## src/rtl/uart_status_params.svh

```systemverilog
// Offsets, field positions, reset values and counts of the status unit
`ifndef UART_STATUS_PARAMS_SVH
`define UART_STATUS_PARAMS_SVH

// ==========================================================
// Register offsets
`define OFS_DATA      32'hFFFF0700
`define OFS_IEN       32'hFFFF0704
`define OFS_IID       32'hFFFF0708
`define OFS_LCR0      32'hFFFF070C
`define OFS_MUXLOOP   32'hFFFF0710
`define OFS_LSR       32'hFFFF0714
`define OFS_MSR       32'hFFFF0718
`define OFS_EVT_STAT  32'hFFFF071C
`define OFS_EVT_MASK  32'hFFFF0720

// ==========================================================
// Field positions
`define DIVISOR_LATCH_ACCESS_BIT_BIT      7
`define BREAK_TX_BIT  6
`define LOOP_BIT      4
`define MUX_HI        7
`define MUX_LO        6
`define TRANSMITTER_EMPTY_FLAG_BIT      6
`define HOLDING_EMPTY_FLAG_BIT      5
`define BI_BIT        4
`define FE_BIT        3
`define PE_BIT        2
`define OE_BIT        1
`define DR_BIT        0
`define IEN_MODEM     3
`define IEN_LINE      2
`define IEN_TX        1
`define IEN_RX        0

// ==========================================================
// Reset values and counts
`define RST_IEN       8'h00
`define RST_IID       8'h01
`define RST_MUXLOOP   8'h00
`define RST_LSR       8'h60
`define RST_LCR0      8'h00
`define RST_EVT_MASK  4'hF
`define MAX_WORD_BITS 4'hC

`endif

```

## src/rtl/uart_status_pkg.sv

```systemverilog
// Types shared by the status and interrupt unit
package uart_status_pkg;

   // ==========================================================
   // Identification codes, highest priority first
   typedef enum logic [1:0] {
      IID_LINE  = 2'b11,
      IID_RX    = 2'b10,
      IID_TX    = 2'b01,
      IID_MODEM = 2'b00
   } iid_code_t;

   // ==========================================================
   // Receive input selection
   typedef enum logic [1:0] {
      SRC_LIN  = 2'b00,
      SRC_RSV1 = 2'b01,
      SRC_GPIN = 2'b10,
      SRC_RSV3 = 2'b11
   } rx_src_t;

endpackage

```

## src/rtl/uart_status_interrupt_unit.sv

```systemverilog
// Status, input selection, loop-back and interrupt logic of the UART
//
// What this block does
// Control bits 7-6 pick receive input: 00 LIN receiver, 10 general pin.
// Loop-back bit 4 enters loop-back and forces transmit pin high.
// Transmitter-empty bit 6 set when holding and shift empty; write clears.
// Holding-empty bit 5 set once holding register empties; write clears.
// Break bit 4 set when input low beyond maximum word; status read clears.
// Framing error bit 3 set on an invalid stop bit.
// Parity error bit 2 set on a failed parity check.
// Overrun bit 1 set when an unread character is overwritten.
// Data-ready bit 0 set while a character waits; receive read clears.
// Enable bit 2 raises an interrupt when status bits 4:0 set.
// Enable bit 1 raises an interrupt when holding-empty is set.
// Enable bit 0 raises an interrupt when the receive register fills.
// Software writes zero to reserved enable bit 3.
// Identification: bit 0 high when idle, else code 11,10,01,00 by priority.
// Transmit-empty interrupt cleared by holding write or identification read.
// Line interrupt cleared by status read; modem by modem status read.
// Enable register reachable only while divisor latch access bit clear.
// Highest pending source shown; request held while any unmasked source pends.
//
// Decided for this implementation: the strobed register port.
`timescale 1ns/1ps
`include "uart_status_params.svh"

module uart_status_interrupt_unit (
   input  wire logic        ref_clk_in,
   input  wire logic        rst_b_in,
   input  wire logic [31:0] addr_in,
   input  wire logic [7:0]  wr_data_in,
   input  wire logic        wr_in,
   input  wire logic        rd_in,
   output logic      [7:0]  rd_data_out,
   input  wire logic        lin_rx_in,
   input  wire logic        general_pin_five_in,
   input  wire logic        tx_serial_in,
   input  wire logic        tx_taken_in,
   input  wire logic        tx_shift_empty_in,
   input  wire logic        bit_tick_in,
   input  wire logic        rx_char_done_in,
   input  wire logic [7:0]  rx_char_in,
   input  wire logic        rx_frame_err_in,
   input  wire logic        rx_parity_err_in,
   input  wire logic [7:0]  modem_status_in,
   input  wire logic        modem_change_in,
   output logic             serial_line_input_out,
   output logic             txd_out,
   output logic      [7:0]  tx_data_out,
   output logic             tx_valid_out,
   output logic      [15:0] divisor_out,
   output logic      [7:0]  line_control_out,
   output logic             irq_out
);
   import uart_status_pkg::*;

   // ==========================================================
   // Register state
   logic [7:0] ien_q;
   logic [7:0] muxloop_q;
   logic [7:0] lcr0_q;
   logic [7:0] div_lo_q;
   logic [7:0] div_hi_q;
   logic [7:0] rx_buf_q;
   logic [7:0] tx_hold_q;
   logic       holding_empty_flag_q;
   logic       transmitter_empty_flag_q;
   logic       bi_q;
   logic       fe_q;
   logic       pe_q;
   logic       oe_q;
   logic       dr_q;
   logic       line_pend_q;
   logic       tx_pend_q;
   logic       modem_pend_q;
   logic [3:0] evt_q;
   logic [3:0] evt_mask_q;
   logic [3:0] low_cnt_q;
   logic       brk_seen_q;
   logic       rx_line;

   // ==========================================================
   // Access decode
   logic       divisor_latch_access_bit;
   logic       wr_thr;
   logic       rd_rbr;
   logic       rd_lsr;
   logic       rd_msr;
   logic       rd_iid;
   logic       rd_evt;
   logic       wr_ien;

   function automatic logic hit(input logic [31:0] a,
                                input logic [31:0] ofs);
      hit = (a == ofs);
   endfunction

   assign divisor_latch_access_bit   = lcr0_q[`DIVISOR_LATCH_ACCESS_BIT_BIT];
   assign wr_thr = wr_in & hit(addr_in, `OFS_DATA) & ~divisor_latch_access_bit;
   assign rd_rbr = rd_in & hit(addr_in, `OFS_DATA) & ~divisor_latch_access_bit;
   assign wr_ien = wr_in & hit(addr_in, `OFS_IEN) & ~divisor_latch_access_bit;
   assign rd_lsr = rd_in & hit(addr_in, `OFS_LSR);
   assign rd_msr = rd_in & hit(addr_in, `OFS_MSR);
   assign rd_iid = rd_in & hit(addr_in, `OFS_IID);
   assign rd_evt = rd_in & hit(addr_in, `OFS_EVT_STAT);

   // ==========================================================
   // Control registers
   always_ff @(posedge ref_clk_in or negedge rst_b_in) begin
      if (!rst_b_in) begin
         ien_q     <= `RST_IEN;
         muxloop_q <= `RST_MUXLOOP;
         lcr0_q    <= `RST_LCR0;
         div_lo_q  <= 8'h00;
         div_hi_q  <= 8'h00;
         evt_mask_q <= `RST_EVT_MASK;
      end else if (wr_in) begin
         if (wr_ien) begin
            ien_q <= wr_data_in;
         end
         if (hit(addr_in, `OFS_IEN) & divisor_latch_access_bit) begin
            div_hi_q <= wr_data_in;
         end
         if (hit(addr_in, `OFS_DATA) & divisor_latch_access_bit) begin
            div_lo_q <= wr_data_in;
         end
         if (hit(addr_in, `OFS_LCR0)) begin
            lcr0_q <= wr_data_in;
         end
         if (hit(addr_in, `OFS_MUXLOOP)) begin
            muxloop_q <= wr_data_in;
         end
         if (hit(addr_in, `OFS_EVT_MASK)) begin
            evt_mask_q <= wr_data_in[3:0];
         end
      end
   end

   // ==========================================================
   // Receive input selection and pin drive
   logic loop_en;
   assign loop_en = muxloop_q[`LOOP_BIT];

   always_comb begin
      case (rx_src_t'(muxloop_q[`MUX_HI:`MUX_LO]))
         SRC_LIN:  rx_line = lin_rx_in;
         SRC_GPIN: rx_line = general_pin_five_in;
         // Reserved codes hold the receiver at idle
         default:  rx_line = 1'b1;
      endcase
      if (loop_en) begin
         rx_line = tx_serial_in;
      end
   end

   always_ff @(posedge ref_clk_in or negedge rst_b_in) begin
      if (!rst_b_in) begin
         serial_line_input_out <= 1'b1;
         txd_out               <= 1'b1;
      end else begin
         serial_line_input_out <= rx_line;
         if (loop_en) begin
            txd_out <= 1'b1;
         end else if (lcr0_q[`BREAK_TX_BIT]) begin
            txd_out <= 1'b0;
         end else begin
            txd_out <= tx_serial_in;
         end
      end
   end

   // ==========================================================
   // Transmit holding register and empty flags
   logic holding_empty_flag_d;
   localparam logic [7:0] lsr_rst_val = `RST_LSR;
   // A write in the same cycle as a take loads fresh data, so it wins
   assign holding_empty_flag_d = wr_thr ? 1'b0 : (tx_taken_in ? 1'b1 : holding_empty_flag_q);

   always_ff @(posedge ref_clk_in or negedge rst_b_in) begin
      if (!rst_b_in) begin
         tx_hold_q <= 8'h00;
         holding_empty_flag_q    <= lsr_rst_val[`HOLDING_EMPTY_FLAG_BIT];
         transmitter_empty_flag_q    <= lsr_rst_val[`TRANSMITTER_EMPTY_FLAG_BIT];
      end else begin
         if (wr_thr) begin
            tx_hold_q <= wr_data_in;
         end
         holding_empty_flag_q <= holding_empty_flag_d;
         transmitter_empty_flag_q <= holding_empty_flag_d & tx_shift_empty_in & ~wr_thr;
      end
   end

   // ==========================================================
   // Break detection on the selected input
   // Counts bit times while low; one report per low stretch
   always_ff @(posedge ref_clk_in or negedge rst_b_in) begin
      if (!rst_b_in) begin
         low_cnt_q  <= 4'h0;
         brk_seen_q <= 1'b0;
      end else if (rx_line) begin
         low_cnt_q  <= 4'h0;
         brk_seen_q <= 1'b0;
      end else if (bit_tick_in) begin
         if (low_cnt_q != 4'hF) begin
            low_cnt_q <= low_cnt_q + 4'h1;
         end
         if (low_cnt_q >= `MAX_WORD_BITS) begin
            brk_seen_q <= 1'b1;
         end
      end
   end

   logic brk_set;
   assign brk_set = bit_tick_in & ~rx_line & ~brk_seen_q
                  & (low_cnt_q >= `MAX_WORD_BITS);

   // ==========================================================
   // Receive buffer and line status flags
   always_ff @(posedge ref_clk_in or negedge rst_b_in) begin
      if (!rst_b_in) begin
         rx_buf_q <= 8'h00;
         dr_q     <= 1'b0;
         oe_q     <= 1'b0;
         fe_q     <= 1'b0;
         pe_q     <= 1'b0;
         bi_q     <= 1'b0;
      end else begin
         if (rx_char_done_in) begin
            rx_buf_q <= rx_char_in;
         end
         // Set wins over the clearing read
         dr_q <= rx_char_done_in | (dr_q & ~rd_rbr);
         oe_q <= (rx_char_done_in & dr_q & ~rd_rbr)
               | (oe_q & ~rd_lsr);
         fe_q <= (rx_char_done_in & rx_frame_err_in)
               | (fe_q & ~rd_lsr);
         pe_q <= (rx_char_done_in & rx_parity_err_in)
               | (pe_q & ~rd_lsr);
         bi_q <= brk_set | (bi_q & ~rd_lsr);
      end
   end

   logic [7:0] lsr;
   assign lsr = {1'b0, transmitter_empty_flag_q, holding_empty_flag_q, bi_q, fe_q, pe_q, oe_q, dr_q};

   // ==========================================================
   // Interrupt sources
   logic line_set;
   logic tx_set;
   logic rx_pend;
   logic line_pend;
   logic tx_pend;
   logic modem_pend;

   assign line_set = ien_q[`IEN_LINE] & ((rx_char_done_in & ~dr_q)
                   | (rx_char_done_in & (rx_frame_err_in
                   | rx_parity_err_in | dr_q)) | brk_set);
   // Rising holding-empty, or the enable written while already empty
   assign tx_set = (tx_taken_in & ~holding_empty_flag_q & ~wr_thr)
                 | (wr_ien & wr_data_in[`IEN_TX] & holding_empty_flag_q);

   assign rx_pend    = ien_q[`IEN_RX] & dr_q;
   assign line_pend  = line_pend_q & ien_q[`IEN_LINE];
   assign tx_pend    = tx_pend_q & ien_q[`IEN_TX] & holding_empty_flag_q;
   assign modem_pend = modem_pend_q & ien_q[`IEN_MODEM];

   logic [7:0] iid;
   always_comb begin
      iid = `RST_IID;
      if (line_pend) begin
         iid = {5'h00, IID_LINE, 1'b0};
      end else if (rx_pend) begin
         iid = {5'h00, IID_RX, 1'b0};
      end else if (tx_pend) begin
         iid = {5'h00, IID_TX, 1'b0};
      end else if (modem_pend) begin
         iid = {5'h00, IID_MODEM, 1'b0};
      end
   end

   logic iid_shows_tx;
   assign iid_shows_tx = ~iid[0] & (iid[2:1] == IID_TX);

   always_ff @(posedge ref_clk_in or negedge rst_b_in) begin
      if (!rst_b_in) begin
         line_pend_q  <= 1'b0;
         tx_pend_q    <= 1'b0;
         modem_pend_q <= 1'b0;
      end else begin
         line_pend_q  <= line_set | (line_pend_q & ~rd_lsr);
         tx_pend_q    <= tx_set | (tx_pend_q & ~wr_thr
                       & ~(rd_iid & iid_shows_tx));
         modem_pend_q <= modem_change_in
                       | (modem_pend_q & ~rd_msr);
      end
   end

   // ==========================================================
   // Sticky event status, mask and request output
   logic [3:0] src_now;
   assign src_now = {modem_pend, tx_pend, rx_pend, line_pend};

   always_ff @(posedge ref_clk_in or negedge rst_b_in) begin
      if (!rst_b_in) begin
         evt_q   <= 4'h0;
         irq_out <= 1'b0;
      end else begin
         // A still-pending source sets its bit again after the read
         evt_q   <= src_now | (evt_q & ~{4{rd_evt}});
         irq_out <= |((src_now | (evt_q & ~{4{rd_evt}}))
                    & evt_mask_q);
      end
   end

   // ==========================================================
   // Read data, one cycle after the strobe
   logic [7:0] rd_mux;
   always_comb begin
      rd_mux = 8'h00;
      case (addr_in)
         `OFS_DATA:     rd_mux = divisor_latch_access_bit ? div_lo_q : rx_buf_q;
         `OFS_IEN:      rd_mux = divisor_latch_access_bit ? div_hi_q : ien_q;
         `OFS_IID:      rd_mux = iid;
         `OFS_LCR0:     rd_mux = lcr0_q;
         `OFS_MUXLOOP:  rd_mux = muxloop_q;
         `OFS_LSR:      rd_mux = lsr;
         `OFS_MSR:      rd_mux = modem_status_in;
         `OFS_EVT_STAT: rd_mux = {4'h0, evt_q};
         `OFS_EVT_MASK: rd_mux = {4'h0, evt_mask_q};
         default:       rd_mux = 8'h00;
      endcase
   end

   always_ff @(posedge ref_clk_in or negedge rst_b_in) begin
      if (!rst_b_in) begin
         rd_data_out <= 8'h00;
      end else if (rd_in) begin
         rd_data_out <= rd_mux;
      end else begin
         rd_data_out <= 8'h00;
      end
   end

   // ==========================================================
   // Outputs toward transmitter and baud generator
   always_ff @(posedge ref_clk_in or negedge rst_b_in) begin
      if (!rst_b_in) begin
         tx_data_out      <= 8'h00;
         tx_valid_out     <= 1'b0;
         divisor_out      <= 16'h0000;
         line_control_out <= `RST_LCR0;
      end else begin
         tx_data_out      <= wr_thr ? wr_data_in : tx_hold_q;
         tx_valid_out     <= ~holding_empty_flag_d;
         divisor_out      <= {div_hi_q, div_lo_q};
         line_control_out <= lcr0_q;
      end
   end

endmodule // uart_status_interrupt_unit

```

## config.mk

```make
export PLATFORM = sky130hd
export DESIGN_NAME = uart_status_interrupt_unit
export DESIGN_NICKNAME = d
export VERILOG_FILES = /design/src/rtl/uart_status_pkg.sv /design/src/rtl/uart_status_interrupt_unit.sv
export VERILOG_INCLUDE_DIRS = /design/src /design/src/rtl
export SDC_FILE = /design/constraint.sdc
export NUM_CORES = 1
export LEC_CHECK = 0
export BUFFER_PORTS_ARGS = -buffer_cell sky130_fd_sc_hd__buf_2
export CELL_PAD_IN_SITES_DETAIL_PLACEMENT = 2
export CELL_PAD_IN_SITES_GLOBAL_PLACEMENT = 2
export CORE_AREA = 2 2 135 137
export CTS_CLUSTER_SIZE = 20
export DETAILED_ROUTE_END_ITERATION = 8
export DIE_AREA = 0 0 137 139
export GPL_TIMING_DRIVEN = 0
export PLACE_DENSITY_LB_ADDON = 0.1
export SETUP_SLACK_MARGIN = 0.15
export SYNTH_ARGS = -nofsm -noshare
export SYNTH_HDL_FRONTEND = slang
export SYNTH_SLANG_ARGS = --single-unit
```

## constraint.sdc

```tcl
create_clock -name ref_clk_in -period 2.1 [get_ports ref_clk_in]
set_clock_uncertainty 0.1 [all_clocks]
set_input_delay 0.21 -clock ref_clk_in [delete_from_list [all_inputs] [get_ports ref_clk_in]]
set_output_delay 0.21 -clock ref_clk_in [all_outputs]
set_load 0.05 [all_outputs]
```

=== Word-level counts from Yosys, hierarchy flattened ===
Index checks and enable logic that the tools add are counted.

* Word-level logic and storage cells: 149
* Output and inout bits: 44
* Register bits: 115
* Bits of input ports: 70

* $add $sub $neg: 1
* Reduce and logical (&&, ||, !) cells: 13
* Mux-type cells: 21
* Equal/unequal tests: 12
* Order comparisons: 1
* Bitwise operators: 73

{| class="wikitable"
|+ Operators by type and width
! operator !! number
|-
| 32-bit equality test (second input constant) || 9
|-
| 8-bit case mux with 9 select lines || 1
|-
| 1-bit bitwise AND || 44
|-
| 8-bit 2-to-1 mux || 4
|-
| 2-bit AND reduction || 8
|-
| 1-bit bitwise OR || 13
|-
| 4-bit 2-to-1 mux || 3
|-
| 1-bit NOT || 12
|-
| 1-bit 2-to-1 mux || 9
|-
| 4-bit bitwise AND || 2
|-
| 3-bit 2-to-1 mux || 2
|-
| 2-bit nonzero test || 3
|-
| 4-bit by 1-bit adder with 4-bit output (second input constant) || 1
|-
| 4-bit >= comparator (second input constant) || 1
|-
| 4-bit != test (second input constant) || 1
|-
| 4-bit NOT || 1
|-
| 4-bit bitwise OR || 1
|-
| 4-bit OR reduction || 1
|-
| 2-bit by 1-bit equality test with 1-bit output (second input constant) || 1
|-
| 2-bit equality test (second input constant) || 1
|-
| 2-bit logical NOT || 1
|-
| 2-bit 2-to-1 mux || 1
|-
| 1-bit case mux with 2 select lines || 1
|}

=== Depth between registers and ports, before layout ===
Gate-level depths: netlist (run 1).

* Depth in word-level cells: 11
* Mapped depth: 7
* Gate-level depth less buffers: 6

=== Worst setup path after synthesis (run 1) ===
Ideal clock, no wire load.

* Kind: input -> register
* Start point: in addr_in[12]
* End point: reg muxloop_q[0]
* Buffers on the path: 2
* Library setup time: 0.125 ns
* Data arrival time: 1.721 ns
* Cell stages on the path: 7
* Setup slack: 0.154 ns
* Path through: nand4b_1 nor4_4 and2_1 buf_6 and4_4 buf_8 mux2_4

* Cells in the longest elaborated chain, start to end: 2

{| class="wikitable"
|+ RTL lines
! item !! line !! RTL
|-
| start: declaration || uart_status_interrupt_unit.sv:30 || <nowiki>input wire logic [31:0] addr_in,</nowiki>
|-
| 32-bit equality test || uart_status_interrupt_unit.sv:95 || <nowiki>hit = (a == ofs);</nowiki>
|-
| 2-bit AND reduction (no line) || - ||
|-
| end signal: assignment || uart_status_interrupt_unit.sv:112 || <nowiki>muxloop_q <= `RST_MUXLOOP;</nowiki>
|-
| end signal: assignment || uart_status_interrupt_unit.sv:131 || <nowiki>muxloop_q <= wr_data_in;</nowiki>
|-
| end: declaration || uart_status_interrupt_unit.sv:60 || <nowiki>logic [7:0] muxloop_q;</nowiki>
|}

No other way between the ends.
A chain may end at the register's enable or synchronous reset.

=== Worst setup path in the final report (run 1) ===
* Start point: in addr_in[11]
* End point: reg muxloop_q[6]

The elaborated chain is that of the path after synthesis.

==> metrics.txt, run 1 <==
final instance area 6870 um^2; number of buffers added on ports 108; pin count of the biggest net entering global routing 65; Adder-Cell Fraction of Synth Area 0.240%; CP Cell Sequence buf_2, nand4b_1, nor4_4, and2_1, buf_6, and4_4, buf_8, mux2_4; Simple-Gate Fraction of Synth Area 12.9%; pwr/cell area 782 nW/um^2; Startpoint Class input pin; Vias 3861; min-delay worst type in2reg; Post-Place Cells 728; clk slew on worst S/H paths 0.05 ns; max cap viols 0; Slew @ Worst Pin 0.705 ns; Period Utilization, post-route 89.1%; Congestion Overflow GR 0; Setup TNS Final 0 ns; DR vias/cell 4.95; register bit total from synthesis 115; global-route wire length before repair 26.0 mm; GP Congestion 0.800; fin crit period 1.87 ns; Synth Area in Compound Gates 9.49%; Initial DRT Pass Iterations 4; Synth warnings 0; main combinational cell family by area after synthesis multiplexers; Top delay family on crit path simple AND/OR/NAND/NOR gates; slew margin rel. 52.8%; crit path kind in2reg; Layout Cells excl Fill 780; hold_sp wr_data_in[5]; most frequent cells in the layout buf_2, dfrtp_1, mux2_2, mux2_4, nand2_1; Mapped Cells 390; Reg2Reg Setup Slack 0.26 ns; Die Y 139 um; total CTS buffers 17; Fin. Hold Viols 0; Critical path buffers and inverters 3; CTS tree yes; Final Max Tran Viols 0; Synthesized Nets 461; Max VDD drop 0.000563 V; Synth Flop Type dfrtp_1; Sequential Area 2890 um^2; Async S/R FF share, synth 100%; RSZ-0062 raised after global routing true; share of post-route cells with drive strength above 1 45.9%; top cells by area, synth dfrtp_1, mux2_2, mux2_4, dfstp_2, mux2i_1; initial antenna violation count 0; gr usage total 18.5%; worst r2r dst rd_data_out[1]; Post-synth EDFFs 0; total power 5.37 mW; fill cell count 1832; reg2reg start lcr0_q[7]; CP endpoint muxloop_q[6]; Worst path slowest cell nor4_4; Worst Hold Slack 0.0249 ns; Initial Util 29.5%; FF-to-FF path depth 6; DRC 0; Max clock buf depth 2; clock latency on the worst-skew pair 0.42 ns; Placed Area 6070 um^2; # nets final 609; fmax 535 MHz; CP Launch Point addr_in[11]; Core Area 17700 um^2; mux share of post-synthesis cell area 18.9%; Crit. path cell count 8; vias in the first global route 4335; Antenna Diode Count 0; WP data required 2.30 ns; IO Count 114; leading area contributor after synthesis dfrtp_1; post-synthesis xor/xnor area fraction 0.504%; Multi-input gate area 2210 um^2; routed len/inst 21.1 um; CP arrival 2.07 ns; crit path max fanout 10; commonest non-fill, non-tap cell in the layout buf_2; die area 19000 um^2; routed wire length 16.4 mm; Synth top area share 51.4%; status finished, final reports clean; final antenna-violating net count 0; CTS H-tree depth 4; Die X 137 um; syn avg cell area 13.4 um^2; Unique masters post-synth 63; Clock Sink Count 115; Area growth syn-to-layout 31.9%; initial DRC count 152; Critical Path Max Stage Delay 0.48 ns; post-synthesis sequential area ratio 55.4%; CTS Root Cell clkbuf_16; DP Wirelength 11.9 mm; Mapped Area 5210 um^2; Final setup viols 0; FP Rows 49; Crit. End Element flip-flop; Leakage Power 3.32 nW
==> power by group <==
part	internal, mW	switching (mW)	leakage (nW)
Clock	1.78	1.02	0.286
Sequential	2.24	0.0141	1.52
Combinational	0.131	0.187	1.51
Total	4.15	1.22	3.32
==> registers in the layout, indices dropped and copies added, names as in the netlist, 8 cells and up <==
name	flops
div_hi_q	8
div_lo_q	8
divisor_out	16
ien_q	8
lcr0_q	8
line_control_out	8
muxloop_q	8
rd_data_out	8
rx_buf_q	8
tx_data_out	8
==> cell families after synthesis <==
group,count (synthesis)
flops,115
xor+xnor,3
fa+ha+maj,1
simple gates,96
buf+inv,23
compound gates,72
mux,80
==> worst min-delay path by stage <==
| stage | end | slack (ns) | depth (start not counted) |
|---|---|---|---|
| final | muxloop_q[5] | 0.02 | 2 |
| after global routing | div_lo_q[5] | 0.03 | 2 |
| after CTS | muxloop_q[5] | 0.009 | 2 |
| after detailed placement | divisor_out[13] | 0.11 | 1 |
| after global placement | line_control_out[2] | 0.29 | 0 |
| after floorplan | bi_q | -0.19 | 0 |
==> metal layers <==
metal,track usage [%],part of all wire (%),vias to the layer above
met5,0,0,-
met4,6.51,1.7,0
met3,3.47,3.3,21
met2,30.0,49,104
met1,24.5,46,1979
li1,-,-,1757
==> stage by stage <==
step	utilization, %	setup slack [ns]
after global routing	38.9	0.139
final	38.9	0.230
after floorplan	-	0.154
after detailed placement	34.4	-0.279
after global placement	34.2	-0.785
after CTS	38.8	0.152
==> cells in the mapped netlist (3+ instances only) <==
library cell  number
mux2_4            24
nor3_1             3
o21ai_0           12
nand3_1           13
a22o_1             6
a31oi_1            5
and4_1             3
dfrtp_1          107
mux2_2            38
a21oi_1           14
buf_2              8
nor4_4             3
nand2_1           21
nand4_1           10
o2bb2ai_1          3
nand2b_1           4
and2_1             5
nor2b_1            3
nor2_1             9
a211oi_1           3
dfstp_2            8
mux2i_1           13
a21o_1             7
mux2_1             4
a22oi_1           11
inv_1              5
clkbuf_1           3
==> final cells by class <==
class	count	area share (%)
clock inverter	8	1.09
tap	229	4.17
multi-input combinational	252	32.2
buffer	18	1.78
sequential	115	42.0
timing repair buffer	129	11.1
inverter	5	0.273
clock buffer	24	7.30
==> timing repair <==
action,4_1_cts,5_1_grt
buffers inserted,4,0
hold endpoints to repair,63,0
hold buffers,16,0
endpoints found under the setup margin,22,14
pin swaps,1,0
resized for setup,4,6
Power figures use the tool's default switching activity.
==> inputs of run 2 (changes only) <==
==> constraint.sdc (replaced) <==
create_clock -name ref_clk_in -period 2.1 [get_ports ref_clk_in]
set_clock_uncertainty 0.1 [all_clocks]
set_input_delay 0.315 -clock ref_clk_in [delete_from_list [all_inputs] [get_ports ref_clk_in]]
set_output_delay 0.315 -clock ref_clk_in [all_outputs]
set_load 0.05 [all_outputs]
==> run 2 against run 1 <==
Sequential share of layout area about the same. Combinational power decreased by 3%. Count of clock-buffer cells in the layout unchanged. Via count decreased by 0.16%. Sequential power about the same. First-iteration DRC count increased by 19%. Fmax decreased by 0.25%. Largest cell class unchanged. Highest routed layer unchanged.
==> metrics.txt, run 2 (synthesis gave the netlist of run 1 again) <==
Critical Path Max Stage Delay 0.31 ns; Setup TNS Final 0 ns; CTS Root Cell clkbuf_16; Max VDD drop 0.000549 V; FF-to-FF path depth 6; status finished, final reports clean; WP data required 2.30 ns; Multi-input gate area 2240 um^2; gr usage total 19.1%; die area 19000 um^2; Congestion Overflow GR 0; Die Y 139 um; vias in the first global route 4292; most frequent cells in the layout buf_2, dfrtp_1, mux2_2, mux2_4, nand2_1; worst r2r dst rd_data_out[4]; Post-Place Worst Slack -0.553 ns; hold_sp tx_shift_empty_in; Slew @ Worst Pin 0.724 ns; hold endpoint transmitter_empty_flag_q; Critical path buffers and inverters 4; Die X 137 um; Worst path slowest cell mux2_4; final antenna-violating net count 0; max cap viols 0; CTS tree yes; crit path max fanout 10; total power 5.62 mW; RSZ-0062 raised after global routing false; Crit. path cell count 9; initial antenna violation count 1; # nets final 600; initial DRC count 181; routed len/inst 22.0 um; crit path kind in2reg; Clock Sink Count 115; Max clock buf depth 2; final instance area 6880 um^2; total CTS buffers 17; DRC 0; most flop-heavy register divisor_out; Leakage Power 3.31 nW; Crit. End Element flip-flop; reg2reg start lcr0_q[7]; Reg2Reg Setup Slack 0.27 ns; Fin. Hold Viols 0; DR vias/cell 4.99; fin crit period 1.87 ns; IO Count 114; CP Cell Sequence buf_2, nand4b_1, nor4_4, buf_4, and2_1, buf_6, and4_4, buf_12, mux2_4; worst setup margin 0.225 ns; Final setup viols 0; Initial Util 29.5%; DP Wirelength 11.8 mm; CTS H-tree depth 4; Final Max Tran Viols 0; pin count of the biggest net entering global routing 87; number of buffers added on ports 108; clock latency on the worst-skew pair 0.42 ns; fill cell count 1829; Period Utilization, post-route 89.3%; Hold Crit Depth 2; Sequential Area 2890 um^2; fmax 533 MHz; pwr/cell area 817 nW/um^2; slew margin rel. 51.8%; share of post-route cells with drive strength above 1 48.3%; clk slew on worst S/H paths 0.06 ns; global-route wire length before repair 26.7 mm; FP Rows 49; Initial DRT Pass Iterations 4; min-delay worst type in2reg; Area growth syn-to-layout 32.0%; Startpoint Class input pin; Largest register FFs 16; GP Congestion 0.786; Placed Area 6100 um^2; routed wire length 17.0 mm; Top delay family on crit path simple AND/OR/NAND/NOR gates; CP Launch Point addr_in[12]; CP arrival 2.08 ns; Vias 3855; commonest non-fill, non-tap cell in the layout buf_2; Core Area 17700 um^2
[run 2: cell count changes in the layout (fill, tap and decap cells not counted), moves of 2 or more]
cell | previous run | this run
buf_2 | 113 | 111
clkinv_2 | 4 | 2
buf_4 | 7 | 10
dlygate4sd3_1 | 16 | 3
bufinv_16 | 1 | 3
buf_6 | 4 | 8
mux2_1 | 4 | 0
mux2_4 | 24 | 28
[run 2: metal layers]
metal	up-vias	global-route usage (%)	share of wire (%)
met1	1989	26.0	45
li1	1741	-	-
met3	17	4.97	4.3
met2	108	30.0	49
met5	-	0	0
met4	0	5.48	1.4
[run 2: worst max path at each step]
stage / to
2_1_floorplan: muxloop_q[0]
3_3_place_gp: lcr0_q[1]
3_5_place_dp: rd_data_out[4]
4_1_cts: rd_data_out[4]
5_1_grt: rd_data_out[1]
6_report: muxloop_q[5]
[run 2: worst register-to-register path: cells and delay by family (launching register included)]
kind            cells  cell delay [ns]
flops               1             0.45
mux                 1             0.22
buf+inv             2             0.44
compound gates      3             0.50
[run 2: report_power, final]
group          internal [mW]  leakage (nW)  total, mW  switching [mW]
Sequential              2.24          1.52       2.26          0.0139
Clock                   2.02         0.302       3.06            1.04
Combinational          0.120          1.49      0.308           0.188
Total                   4.38          3.31       5.62            1.24
[run 2: repair_timing]
action	in CTS	in global routing
hold buffers	3	0
endpoints found under the setup margin	72	20
gates resized for setup	9	4
pin swaps	3	1
buffers inserted	6	2
hold endpoints to repair	31	0
[run 2: cell type report]
class	count	share of cell area, %
antenna	1	0.0364
buffer	18	2.18
clock buffer	24	7.30
clock inverter	8	1.80
inverter	5	0.273
multi-input combinational	252	32.6
sequential	115	42.0
tap	229	4.17
timing repair buffer	120	9.66
[run 2: per-stage QoR]
| step | std cells | hold slack, ns | util [%] |
|---|---|---|---|
| after global placement | 727 | 0.286 | 34.4 |
| after CTS | 769 | 0.0143 | 38.7 |
| after floorplan | 390 | -0.0806 | - |
| after global routing | 772 | 0.0183 | 38.9 |
| after detailed placement | 728 | 0.115 | 34.6 |
| final | 772 | 0.0189 | 38.9 |
